===== src/inc/media_gate_pkg.sv =====
package media_gate_pkg;
	// ****************************************
	// Register map, byte addresses
	// ****************************************
	localparam int ADDR_W = 8;
	localparam logic [7:0] OFS_CTRL0 = 8'h00;
	localparam logic [7:0] OFS_CTRL4 = 8'h04;
	localparam logic [7:0] OFS_XFEAT = 8'h08;
	localparam logic [7:0] OFS_ID_LEAF = 8'h0c;
	localparam logic [7:0] OFS_ID_SUB = 8'h10;
	localparam logic [7:0] OFS_ID_EAX = 8'h14;
	localparam logic [7:0] OFS_ID_EBX = 8'h18;
	localparam logic [7:0] OFS_ID_ECX = 8'h1c;
	localparam logic [7:0] OFS_ID_EDX = 8'h20;
	localparam logic [7:0] OFS_STATUS = 8'h24;
	// Control register field positions
	localparam int B_MONITOR = 1;
	localparam int B_EMULATE = 2;
	localparam int B_TASK_SW = 3;
	localparam int B_FAST_SAVE_OS = 9;
	localparam int B_UNMASKED_OS = 10;
	localparam int B_EXT_SAVE_OS = 18;
	localparam logic [31:0] CTRL0_RESET = 32'h0000_0000;
	localparam logic [31:0] CTRL4_RESET = 32'h0000_0000;
	localparam logic [2:0] XFEAT_RESET = 3'h1;
	// ****************************************
	// Identification leaves and bits
	// ****************************************
	localparam logic [31:0] LEAF_STD = 32'h0000_0001;
	localparam logic [31:0] LEAF_EXT = 32'h8000_0001;
	localparam logic [31:0] LEAF_STATE = 32'h0000_000d;
	localparam int ECX_VEC3 = 0;
	localparam int ECX_VEC3S = 9;
	localparam int ECX_VEC41 = 19;
	localparam int ECX_VEC42 = 20;
	localparam int ECX_EXT_SAVE = 26;
	localparam int ECX_EXT_VEC = 28;
	localparam int ECX_BITFIELD = 6;
	localparam int EDX_FP = 0;
	localparam int EDX_MEDIA64 = 23;
	localparam int EDX_FAST_SAVE = 24;
	localparam int EDX_VEC1 = 25;
	localparam int EDX_VEC2 = 26;
	localparam int EDX_FAST_OPT = 25;
	localparam int EAX_OPT_SAVE = 0;
	localparam logic [31:0] AREA_LEGACY = 32'd576;
	localparam logic [31:0] AREA_EXT = 32'd832;
	// ****************************************
	// Instruction subsets and support straps
	// ****************************************
	localparam int S_FP = 0, S_MEDIA64 = 1, S_VEC1 = 2, S_VEC2 = 3, S_VEC3 = 4, S_VEC3S = 5;
	localparam int S_VEC41 = 6, S_VEC42 = 7, S_BITFIELD = 8, S_EXT_VEC = 9, S_FAST_SAVE = 10;
	localparam int S_FAST_OPT = 11, S_EXT_SAVE = 12, S_OPT_SAVE = 13, S_NUM = 14;
	localparam logic [S_NUM-1:0] SUPPORT_RAW = 14'h3fff;
	// Extended vector only counts with stack unit and legacy vector present
	localparam logic EXT_VEC_OK = SUPPORT_RAW[S_EXT_VEC] & SUPPORT_RAW[S_FP] & SUPPORT_RAW[S_VEC1];
	localparam logic [S_NUM-1:0] SUPPORT = {SUPPORT_RAW[13:10], EXT_VEC_OK, SUPPORT_RAW[8:0]};
	localparam logic [2:0] STATE_MASK = {SUPPORT[S_EXT_VEC], SUPPORT[S_VEC1], SUPPORT[S_FP]};
	typedef enum logic [3:0] {
		cls_x87, cls_media64, cls_legacy_vec, cls_ext_vec, cls_fast_save, cls_fast_restore,
		cls_ext_save, cls_ext_restore, cls_opt_save, cls_ctrl_write, cls_ctrl_read, cls_fp_wait
	} instr_class_type;
	typedef enum logic [2:0] {
		exc_none, exc_invalid_opcode, exc_device_not_avail, exc_simd_fp, exc_general_protection
	} exc_type;
endpackage : media_gate_pkg


===== src/inc/id_if.sv =====
`timescale 1ns/1ps
// Query path between the gate and the identification responder
interface id_if;
	logic [31:0] leaf;
	logic [31:0] subleaf;
	logic [2:0] enabled;
	logic [31:0] eax;
	logic [31:0] ebx;
	logic [31:0] ecx;
	logic [31:0] edx;
	modport asker (output leaf, output subleaf, output enabled, input eax, input ebx, input ecx, input edx);
	modport responder (input leaf, input subleaf, input enabled, output eax, output ebx, output ecx, output edx);
endinterface : id_if


===== src/logic/id_responder.sv =====
`timescale 1ns/1ps
module id_responder (
	id_if.responder q
);
	import media_gate_pkg::*;
	// ****************************************
	// Feature words per leaf
	// ****************************************
	// Pure table lookup; the asker registers the answer
	always_comb begin
		q.eax = 32'h0000_0000;
		q.ebx = 32'h0000_0000;
		q.ecx = 32'h0000_0000;
		q.edx = 32'h0000_0000;
		unique case (q.leaf)
			LEAF_STD: begin
				q.edx[EDX_VEC1] = SUPPORT[S_VEC1];
				q.edx[EDX_VEC2] = SUPPORT[S_VEC2];
				q.ecx[ECX_VEC3] = SUPPORT[S_VEC3];
				q.ecx[ECX_VEC3S] = SUPPORT[S_VEC3S];
				q.ecx[ECX_VEC41] = SUPPORT[S_VEC41];
				q.ecx[ECX_VEC42] = SUPPORT[S_VEC42];
				q.edx[EDX_FP] = SUPPORT[S_FP];
				q.edx[EDX_MEDIA64] = SUPPORT[S_MEDIA64];
				q.edx[EDX_FAST_SAVE] = SUPPORT[S_FAST_SAVE];
				q.ecx[ECX_EXT_SAVE] = SUPPORT[S_EXT_SAVE];
				q.ecx[ECX_EXT_VEC] = SUPPORT[S_EXT_VEC];
			end
			LEAF_EXT: begin
				q.ecx[ECX_BITFIELD] = SUPPORT[S_BITFIELD];
				q.edx[EDX_FP] = SUPPORT[S_FP];
				q.edx[EDX_MEDIA64] = SUPPORT[S_MEDIA64];
				q.edx[EDX_FAST_SAVE] = SUPPORT[S_FAST_SAVE];
				q.edx[EDX_FAST_OPT] = SUPPORT[S_FAST_OPT];
			end
			LEAF_STATE: begin
				if (q.subleaf == 32'h0000_0000) begin
					q.eax = {29'h0, STATE_MASK};
					q.ebx = q.enabled[2] ? AREA_EXT : AREA_LEGACY;
					q.ecx = STATE_MASK[2] ? AREA_EXT : AREA_LEGACY;
				end else if (q.subleaf == 32'h0000_0001) begin
					q.eax[EAX_OPT_SAVE] = SUPPORT[S_OPT_SAVE];
				end
			end
			default: begin
			end
		endcase
	end
endmodule : id_responder


===== src/logic/media_gate.sv =====
// The register offsets and the APB slave port are this design's own decisions.
`timescale 1ns/1ps
module media_gate (
	input wire logic clk_i,
	input wire logic rst_i,
	input wire logic ce_i,
	input wire logic psel_i,
	input wire logic penable_i,
	input wire logic pwrite_i,
	input wire logic [media_gate_pkg::ADDR_W-1:0] paddr_i,
	input wire logic [31:0] pwdata_i,
	output logic [31:0] prdata_o,
	output logic pready_o,
	output logic pslverr_o,
	input wire logic instr_valid_i,
	input wire media_gate_pkg::instr_class_type instr_class_i,
	input wire logic [3:0] instr_subset_i,
	input wire logic instr_priv_i,
	input wire logic [31:0] instr_operand_i,
	input wire logic simd_fault_i,
	input wire logic simd_fault_masked_i,
	output logic done_o,
	output media_gate_pkg::exc_type exc_o,
	output logic [31:0] read_value_o
);
	import media_gate_pkg::*;

	// ****************************************
	// State
	// ****************************************
	logic [31:0] ctrl0_reg;
	logic [31:0] ctrl4_reg;
	logic [2:0] xfeat_reg;
	logic [31:0] leaf_reg;
	logic [31:0] subleaf_reg;
	logic pready_reg;
	logic pslverr_reg;
	logic [31:0] prdata_reg;
	logic done_reg;
	exc_type exc_reg;
	exc_type exc_next;
	logic [31:0] read_value_reg;
	logic [15:0] exc_count_reg;
	logic xfeat_load;
	logic [31:0] rd_word;
	logic rd_hit;
	logic bus_write;
	logic subset_ok;
	logic is_vec;
	logic is_fp_family;
	logic is_save_family;
	logic is_ctrl;
	logic value_ok;
	logic emulate;
	logic monitor;
	logic task_sw;
	logic fast_save_os;
	logic unmasked_os;
	logic ext_save_os;

	// Identification table lives in its own module; only the selectors are kept here
	id_if idq ();

	id_responder u_id (
		.q(idq.responder)
	);

	assign idq.leaf = leaf_reg;
	assign idq.subleaf = subleaf_reg;
	assign idq.enabled = xfeat_reg;

	// ****************************************
	// Decode helpers
	// ****************************************
	// Only the write path uses this map check; the read mux decodes the address on its own
	function automatic logic is_mapped(input logic [ADDR_W-1:0] a);
		unique case (a)
			OFS_CTRL0, OFS_CTRL4, OFS_XFEAT, OFS_ID_LEAF, OFS_ID_SUB,
			OFS_ID_EAX, OFS_ID_EBX, OFS_ID_ECX, OFS_ID_EDX, OFS_STATUS: is_mapped = 1'b1;
			default: is_mapped = 1'b0;
		endcase
	endfunction : is_mapped

	// Subset an instruction needs; legacy vector names its own revision
	function automatic logic [3:0] class_subset(input instr_class_type c, input logic [3:0] s);
		unique case (c)
			cls_x87, cls_fp_wait: class_subset = 4'(S_FP);
			cls_media64: class_subset = 4'(S_MEDIA64);
			cls_legacy_vec: class_subset = s;
			cls_ext_vec: class_subset = 4'(S_EXT_VEC);
			cls_fast_save, cls_fast_restore: class_subset = 4'(S_FAST_SAVE);
			cls_opt_save: class_subset = 4'(S_OPT_SAVE);
			cls_ext_save, cls_ext_restore, cls_ctrl_write, cls_ctrl_read: class_subset = 4'(S_EXT_SAVE);
			// Codes past the enum can reach the pin; they land past the table
			default: class_subset = 4'hf;
		endcase
	endfunction : class_subset

	// Control bits as named levels
	assign emulate = ctrl0_reg[B_EMULATE];
	assign monitor = ctrl0_reg[B_MONITOR];
	assign task_sw = ctrl0_reg[B_TASK_SW];
	assign fast_save_os = ctrl4_reg[B_FAST_SAVE_OS];
	assign unmasked_os = ctrl4_reg[B_UNMASKED_OS];
	assign ext_save_os = ctrl4_reg[B_EXT_SAVE_OS];

	// ****************************************
	// Instruction gating
	// ****************************************
	// Unknown subset codes past the table count as unimplemented
	assign subset_ok = (class_subset(instr_class_i, instr_subset_i) < 4'(S_NUM))
		&& SUPPORT[class_subset(instr_class_i, instr_subset_i)];
	assign is_vec = (instr_class_i == cls_legacy_vec) || (instr_class_i == cls_ext_vec);
	assign is_save_family = (instr_class_i == cls_ext_save) || (instr_class_i == cls_ext_restore)
		|| (instr_class_i == cls_opt_save);
	assign is_ctrl = (instr_class_i == cls_ctrl_write) || (instr_class_i == cls_ctrl_read);
	assign is_fp_family = (instr_class_i == cls_x87) || (instr_class_i == cls_media64) || is_vec
		|| (instr_class_i == cls_fast_save) || (instr_class_i == cls_fast_restore)
		|| (instr_class_i == cls_fp_wait);
	// Mask value hardware accepts; bad ones are refused, not stored
	assign value_ok = instr_operand_i[0]
		&& !(instr_operand_i[2] && !instr_operand_i[1])
		&& (instr_operand_i[31:3] == 29'h0) && ((instr_operand_i[2:0] & ~STATE_MASK) == 3'h0);

	// ****************************************
	// Gating causes
	// ****************************************
	// One named cause per gate, so the chain below reads in rule order
	logic legacy_no_os;
	logic legacy_emulated;
	logic ext_vec_off;
	logic save_off;
	logic ctrl_off;
	logic ctrl_unpriv;
	logic ctrl_bad_value;
	logic fast_save_emulated;
	logic lazy_trap;
	logic fault_unmasked;
	assign legacy_no_os = (instr_class_i == cls_legacy_vec) && !fast_save_os;
	assign legacy_emulated = (instr_class_i == cls_legacy_vec) && emulate;
	// Wide vector needs both vector state bits of the mask, not just its own
	assign ext_vec_off = (instr_class_i == cls_ext_vec) && !(ext_save_os && xfeat_reg[2] && xfeat_reg[1]);
	assign save_off = is_save_family && !ext_save_os;
	assign ctrl_off = is_ctrl && !ext_save_os;
	assign ctrl_unpriv = (instr_class_i == cls_ctrl_write) && !instr_priv_i;
	assign ctrl_bad_value = (instr_class_i == cls_ctrl_write) && !value_ok;
	assign fast_save_emulated = ((instr_class_i == cls_fast_save) || (instr_class_i == cls_fast_restore))
		&& emulate;
	// Lazy switch trap, off with emulate set; the gates above catch only legacy vector and fast save/restore under emulate
	assign lazy_trap = is_fp_family && !emulate && monitor && task_sw;
	assign fault_unmasked = is_vec && simd_fault_i && !simd_fault_masked_i;

	// Order of checks sets priority: invalid-opcode gates first; the unmasked fault, which can also give invalid opcode, is last
	always_comb begin
		exc_next = exc_none;
		if (!subset_ok) begin
			exc_next = exc_invalid_opcode;
		end else if (legacy_no_os) begin
			exc_next = exc_invalid_opcode;
		end else if (legacy_emulated) begin
			exc_next = exc_invalid_opcode;
		end else if (ext_vec_off) begin
			exc_next = exc_invalid_opcode;
		end else if (save_off) begin
			exc_next = exc_invalid_opcode;
		end else if (ctrl_off) begin
			exc_next = exc_invalid_opcode;
		end else if (ctrl_unpriv) begin
			exc_next = exc_general_protection;
		end else if (ctrl_bad_value) begin
			exc_next = exc_general_protection;
		end else if (fast_save_emulated) begin
			exc_next = exc_device_not_avail;
		end else if (lazy_trap) begin
			exc_next = exc_device_not_avail;
		end else if (fault_unmasked) begin
			exc_next = unmasked_os ? exc_simd_fp : exc_invalid_opcode;
		end
		// A masked fault falls through with no exception
	end

	// Mask loads only when every gate passed for a control write
	assign xfeat_load = instr_valid_i && (instr_class_i == cls_ctrl_write) && (exc_next == exc_none);

	// Result of each instruction check, one cycle after it is offered
	always_ff @(posedge clk_i or posedge rst_i) begin
		if (rst_i) begin
			done_reg <= 1'b0;
			exc_reg <= exc_none;
		end else if (ce_i) begin
			done_reg <= instr_valid_i;
			if (instr_valid_i) begin
				exc_reg <= exc_next;
			end
		end
	end

	// Mask read result; any other offer clears it, so a stale mask never shows
	always_ff @(posedge clk_i or posedge rst_i) begin
		if (rst_i) begin
			read_value_reg <= 32'h0000_0000;
		end else if (ce_i && instr_valid_i) begin
			if ((instr_class_i == cls_ctrl_read) && (exc_next == exc_none)) begin
				read_value_reg <= {29'h0, xfeat_reg};
			end else begin
				read_value_reg <= 32'h0000_0000;
			end
		end
	end

	// Exception tally for software to watch; wraps silently
	always_ff @(posedge clk_i or posedge rst_i) begin
		if (rst_i) begin
			exc_count_reg <= 16'h0000;
		end else if (ce_i && instr_valid_i && (exc_next != exc_none)) begin
			exc_count_reg <= exc_count_reg + 16'h0001;
		end
	end

	// ****************************************
	// Enabled feature mask
	// ****************************************
	// Written only by a privileged control write, never over the bus
	always_ff @(posedge clk_i or posedge rst_i) begin
		if (rst_i) begin
			xfeat_reg <= XFEAT_RESET;
		end else if (ce_i && xfeat_load) begin
			xfeat_reg <= instr_operand_i[2:0];
		end
	end

	// ****************************************
	// APB slave
	// ****************************************
	// One wait state keeps every bus output a plain flop
	assign bus_write = psel_i && penable_i && pready_reg && pwrite_i && is_mapped(paddr_i);

	always_comb begin
		rd_word = 32'h0000_0000;
		rd_hit = 1'b1;
		unique case (paddr_i)
			OFS_CTRL0: rd_word = ctrl0_reg;
			OFS_CTRL4: rd_word = ctrl4_reg;
			OFS_XFEAT: rd_word = {29'h0, xfeat_reg};
			OFS_ID_LEAF: rd_word = leaf_reg;
			OFS_ID_SUB: rd_word = subleaf_reg;
			OFS_ID_EAX: rd_word = idq.eax;
			OFS_ID_EBX: rd_word = idq.ebx;
			OFS_ID_ECX: rd_word = idq.ecx;
			OFS_ID_EDX: rd_word = idq.edx;
			OFS_STATUS: rd_word = {13'h0, exc_reg, exc_count_reg};
			default: rd_hit = 1'b0;
		endcase
	end

	// Handshake and read capture
	always_ff @(posedge clk_i or posedge rst_i) begin
		if (rst_i) begin
			pready_reg <= 1'b0;
			pslverr_reg <= 1'b0;
			prdata_reg <= 32'h0000_0000;
		end else if (ce_i) begin
			pready_reg <= psel_i && penable_i && !pready_reg;
			if (psel_i && penable_i && !pready_reg) begin
				pslverr_reg <= !rd_hit;
				prdata_reg <= pwrite_i ? 32'h0000_0000 : rd_word;
			end else begin
				pslverr_reg <= 1'b0;
				prdata_reg <= 32'h0000_0000;
			end
		end
	end

	// Control word 0; only the three trap bits are kept, the rest read 0
	always_ff @(posedge clk_i or posedge rst_i) begin
		if (rst_i) begin
			ctrl0_reg <= CTRL0_RESET;
		end else if (ce_i && bus_write && (paddr_i == OFS_CTRL0)) begin
			ctrl0_reg <= pwdata_i & ((32'h1 << B_MONITOR) | (32'h1 << B_EMULATE) | (32'h1 << B_TASK_SW));
		end
	end

	// Control word 4; only the three OS support bits are kept
	always_ff @(posedge clk_i or posedge rst_i) begin
		if (rst_i) begin
			ctrl4_reg <= CTRL4_RESET;
		end else if (ce_i && bus_write && (paddr_i == OFS_CTRL4)) begin
			ctrl4_reg <= pwdata_i & ((32'h1 << B_FAST_SAVE_OS) | (32'h1 << B_UNMASKED_OS)
				| (32'h1 << B_EXT_SAVE_OS));
		end
	end

	// Identification leaf selector
	always_ff @(posedge clk_i or posedge rst_i) begin
		if (rst_i) begin
			leaf_reg <= 32'h0000_0000;
		end else if (ce_i && bus_write && (paddr_i == OFS_ID_LEAF)) begin
			leaf_reg <= pwdata_i;
		end
	end

	// Sub-leaf selector; only the state leaf looks at it
	always_ff @(posedge clk_i or posedge rst_i) begin
		if (rst_i) begin
			subleaf_reg <= 32'h0000_0000;
		end else if (ce_i && bus_write && (paddr_i == OFS_ID_SUB)) begin
			subleaf_reg <= pwdata_i;
		end
	end

	// ****************************************
	// Outputs
	// ****************************************
	assign prdata_o = prdata_reg;
	assign pready_o = pready_reg;
	assign pslverr_o = pslverr_reg;
	assign done_o = done_reg;
	assign exc_o = exc_reg;
	assign read_value_o = read_value_reg;
endmodule : media_gate


===== config.mk =====
export PLATFORM = sky130hd
export DESIGN_NAME = media_gate
export DESIGN_NICKNAME = d
export VERILOG_FILES = /design/src/inc/media_gate_pkg.sv /design/src/inc/id_if.sv /design/src/logic/id_responder.sv /design/src/logic/media_gate.sv
export SDC_FILE = /design/constraint.sdc
export NUM_CORES = 1
export LEC_CHECK = 0
export ABC_AREA = 1
export BUFFER_PORTS_ARGS = -buffer_cell sky130_fd_sc_hd__buf_2
export CAP_MARGIN = 30
export CORE_MARGIN = 2
export CORE_UTILIZATION = 45
export DETAILED_ROUTE_END_ITERATION = 8
export PLACE_DENSITY = 0.8
export SKIP_CTS_REPAIR_TIMING = 1
export SLEW_MARGIN = 20
export SYNTH_ARGS = -nofsm -noshare
export SYNTH_HDL_FRONTEND = slang
export SYNTH_SLANG_ARGS = --single-unit

===== constraint.sdc =====
create_clock -name clk_i -period 6.15 [get_ports clk_i]
set_input_delay 1.845 -clock clk_i [delete_from_list [all_inputs] [get_ports clk_i]]
set_output_delay 1.845 -clock clk_i [all_outputs]
set_load 0.05 [all_outputs]

Word-level counts from Yosys, hierarchy flattened:

Memory sizes are Yosys's and may differ from the RTL's.
Cells that the tools add are included.

* flip-flop bits (word level): 159
* ROM bits: 16
* bits of input ports: 90
* output and inout port bits: 70
* logic and storage cells: 150
* memories: 1

Memories
* (no name shown): words 16, width 1, rd ports 1, clocked after Yosys merged registers in 0, write ports 0, RTL line media_gate.sv:112 `&& SUPPORT[class_subset(instr_class_i, instr_subset_i)];`

* add/sub/neg operators: 1
* $lt $le $gt $ge: 2
* equal/unequal tests: 24
* muxes and demuxes: 42
* reductions and logical operators: 68

Operators with widths (count)
* 32-bit one-hot mux with 10 select lines: 1
* 32-bit 2-to-1 mux: 5
* 32-bit by 1-bit == test with 1-bit output (second input constant): 2
* 1-bit logical AND: 35
* 32-bit == test (second input constant): 1
* 32-bit by 4-bit == test with 1-bit output (second input constant): 1
* 8-bit by 5-bit == test with 1-bit output (second input constant): 4
* 32-bit zero test: 1
* 3-bit 2-to-1 mux: 10
* 29-bit zero test: 1
* 4-bit one-hot mux with 7 select lines: 1
* 9-bit 2-to-1 mux: 2
* 16-bit by 1-bit adder with 16-bit output (second input constant): 1
* 4-bit by 3-bit == test with 1-bit output (second input constant): 4
* 4-bit == test (second input constant): 4
* 8-bit by 4-bit == test with 1-bit output (second input constant): 2
* 8-bit by 6-bit == test with 1-bit output (second input constant): 2
* 2-bit 2-to-1 mux: 6
* 1-bit zero test: 11
* 1-bit logical OR: 10
* 10-bit 2-to-1 mux: 1
* 5-bit 2-to-1 mux: 2
* 1-bit one-hot mux with 2 select lines: 5
* 10-bit OR reduction: 1
* 14 further kinds: 24

Logic depth before layout (Yosys ltp):

* depth in word-level cells: 22
* gate-level depth with buffers: 14
* gate-level depth less buffers: 13

Modules after synthesis:

From an unflattened synthesis, not the netlist that was laid out.

* cell total of the unflattened synthesis: 1335
* area total of the unflattened synthesis: 9101.2 um^2

By module, submodules not included
* media_gate: times used 1, cells each 1127, area each 7836.3 um^2
* id_responder: times used 1, cells each 208, area each 1265.0 um^2

Least setup slack after synthesis:

No wires, ideal clock.

* kind: input -> register
* from: input port paddr_i[7] in the netlist's numbering
* to: register leaf_reg[30] (netlist: idq.leaf[30])
* setup time: 121 ps
* arrival: 2969 ps
* path slack: 3059 ps
* stages on the path: 11
* path through: nor2_4 -> nand2_2 -> nor2_4 -> nand2_4 -> inv_4 -> nor2_1 -> nand2_4 -> nand3_4 -> buf_4 -> nand2_1 -> o21ai_1

* longest elaborated chain between the ends: 6
* elaborated cells on any way between the ends: 15
* those cells by class: eq/ne: 9; mux: 1; reduce/logical: 5

Ends and longest elaborated chain
* start, declared: RTL line media_gate.sv:10 `input wire logic [media_gate_pkg::ADDR_W-1:0] paddr_i,`
* 8-bit by 3-bit == test with 1-bit output (tied with other cells): RTL line media_gate.sv:77 `unique case (a)`
* 10-bit OR reduction (no source line)
* 1-bit 2-to-1 mux: RTL line media_gate.sv:77
* 1-bit logical AND: RTL line media_gate.sv:236 `assign bus_write = psel_i && penable_i && pready_reg && pwrite_i && is_mapped(paddr_i);`
* 1-bit logical AND: RTL line media_gate.sv:297 `end else if (ce_i && bus_write && (paddr_i == OFS_ID_LEAF)) begin`
* 1-bit logical AND (*): RTL line media_gate.sv:297
* end signal, assigned: RTL line media_gate.sv:298 `leaf_reg <= pwdata_i;`
* end, declared: RTL line media_gate.sv:34 `logic [31:0] leaf_reg;`

Every way passes the cells marked *; elsewhere a longest branch is shown, timed or not.
A chain may end at the register's enable or synchronous reset.

Worst setup path after layout:

* from: input port paddr_i[1] in the netlist's numbering
* to: register leaf_reg[22] (netlist: idq.leaf[22])

Same word-level chain as after synthesis.

==> metrics.csv <==
metric,value,unit
outcome,"complete, no violations",
ys_async_sr_fraction,100.0,%
area_growth,17.09,%
seq_area_frac_synth,45.42,%
finalInstanceArea,8391,um2
cp.arrival,4.03,ns
cts.sink_count,130,
grt_pass1_vias,6178,
grt_pass1_wl,30.44,mm
die-area,16950,um2
core_area,15710,um2
synthesis.area,7166,um2
finalCritPeriodShare,60.32,%
hold_viol,0,
endpoint_kind,register,
start_kind,primary input,
ys_types,41,
r2r-start,pready_o,
cts_buffer_depth,2,
cpMostUsedCell,nand2_4,
start_util,45.60,%
fmax,0.2696,GHz
cp.required,6.48,ns
num-fill-cells,1497,
synth-seq-cells,130,
synth_top_family_by_area,simple AND/OR/NAND/NOR gates,
path_cells,"buf_2, nor2_2, inv_2, nor2_4, nand2_4, inv_4, nor2_1, nand2_4, nand3_4, o21ai_1",
synth_adder_area_share,0.1746,%
io_buffers,129,
max_slew_margin,48.22,%
drive_gt1_share,17.48,%
num_vias,6734,
crit_type,in -> reg,
avgSynthCellArea,7.410,um2
dpl_cell_area,7819,um2
synth-compound-area-share,10.37,%
crit_slowest_cell,nand3_4,
grt_max_degree,65,
via_per_inst,5.102,
timing.hold.ws,0.4656,ns
min_period,3.709,ns
place_hpwl,13.92,mm
routed_wl,18.97,mm
tritoncts,built,
rsz0062_at_grt,false,
gp_congestion,0.9161,
slew_violations,0,
fin_skew,0.007899,ns
synthMuxAreaShare,0,%
syn_inst,967,
ant_nets,0,
critPathMaxStageDelay,0.54,ns
cts_made_buffers,17,
dr.first_iter.drc_count,584,
die_w,130.2,um
grt_usage,23.04,%
route.detailed.drc,0,
fin_nets,1182,
synthFlopType,dfrtp_1,
final-setup-viol-count,0,
synth_edf_count,0,
avgRoutedWirePerCell,14.37,um
root_buffer,clkbuf_16,
htreeDepth,4,
antenna_found_initial,0,
p_per_area,243.2,nW/um2
synth_xor_area_share,1.711,%
max_cap_violations,0,
synth-simple-area-share,31.26,%
synth.yosys.warnings,0,
peakVddDrop,0.2104,mV
row_count,46,
utilization,53.40,%
gr-total-overflow,0,
fin_setup_tns,0,ns
hp-class,reg -> reg,
cp-startpoint,paddr_i[1],
hp-start,done_o,
ios,160,
crit_fanout,64,
path_clk_slew,0.06,ns
tightestPinTransition,0.7739,ns
worstSkewPairLatency,0.43,ns
antenna_cells,0,
p_leak,4.482,nW
die-height,130.2,um
dr.pass1.iters,5,
where the power goes:
| group | internal [mW] | switching, mW | leakage [nW] |
|---|---|---|---|
| Sequential | 0.872 | 0.0220 | 1.80 |
| Combinational | 0.0494 | 0.139 | 2.41 |
| Clock | 0.595 | 0.362 | 0.274 |
| Total | 1.52 | 0.523 | 4.48 |
layout by cell type, fill, tap and decap left out, types with 11 or more instances in the layout:
cell type,n
xor2_1,13
nand2_1,299
buf_2,129
dfrtp_1,129
nand3_1,60
nor3_1,11
inv_1,93
o21ai_0,25
o21ai_1,73
clkbuf_16,17
conb_1,29
nor2_1,127
cells by family (layout without fill, tap and decap cells):
family          after synthesis  in the layout
xor+xnor                     14             14
flops                       130            130
buf+inv                     161            270
compound gates              130            130
simple gates                530            530
other cells                   1             29
fa+ha+maj                     1              1
routing by layer:
layer / GRT usage, % / vias up / part of all wire, %
li1: - / 3280 / -
met1: 32.18 / 3147 / 46
met2: 35.88 / 273 / 45
met3: 4.838 / 34 / 7.0
met4: 7.717 / 0 / 2.2
met5: 0 / - / 0
worst max-delay path: cells and delay by family:
family | cells | cell delay [ns]
AO/OA/AOI/OAI | 1 | 0.38
buffers and inverters | 3 | 0.45
AND/OR/NAND/NOR | 6 | 1.30
cells in the mapped netlist (all sizes together), types with 8 or more instances:
cell | count | area (um2)
o21ai | 100 | 508.0
xor2 | 13 | 113.9
nor2 | 135 | 546.8
nor3 | 12 | 71.32
a22o | 8 | 70.07
nand2 | 305 | 1180
inv | 104 | 392.9
buf | 51 | 374.1
dfrtp | 129 | 3228
nand3 | 63 | 345.3
nand4 | 10 | 62.56
a221oi | 9 | 78.83
worst paths after layout:
check / endpoint / slack [ns] / depth (start not counted)
hold reg to reg: done_o / 0.47 / 2
setup reg to reg: idq.leaf[22] / 3.97 / 4
setup / recovery: idq.leaf[22] / 2.44 / 10
max in group asynchronous: exc_count_reg[14] / 3.63 / 3
min in group asynchronous: prdata_o[22] / 1.50 / 2
hold / removal: done_o / 0.47 / 2
through the flow:
stage                     power, mW  instances  worst slack (ns)
after floorplan               1.049        995            0.8373
after detailed placement      1.096       1287             2.082
after global routing          2.109       1320             2.266
final                         2.040       1320             2.441
after CTS                     2.046       1319             2.514
after global placement        1.092       1287             2.105
cell type report:
type                            count  area [um2]  area share [%]
Clock buffer                       26       499.2           5.950
Clock inverter                      6       57.56          0.6860
Inverter                          105       399.1           4.757
Multi-Input combinational cell    704        3227           38.46
Sequential cell                   130        3254           38.79
Tap cell                          216       270.3           3.221
Timing Repair Buffer              133       683.2           8.142
Note: power is estimated with default switching activity, not from simulation.
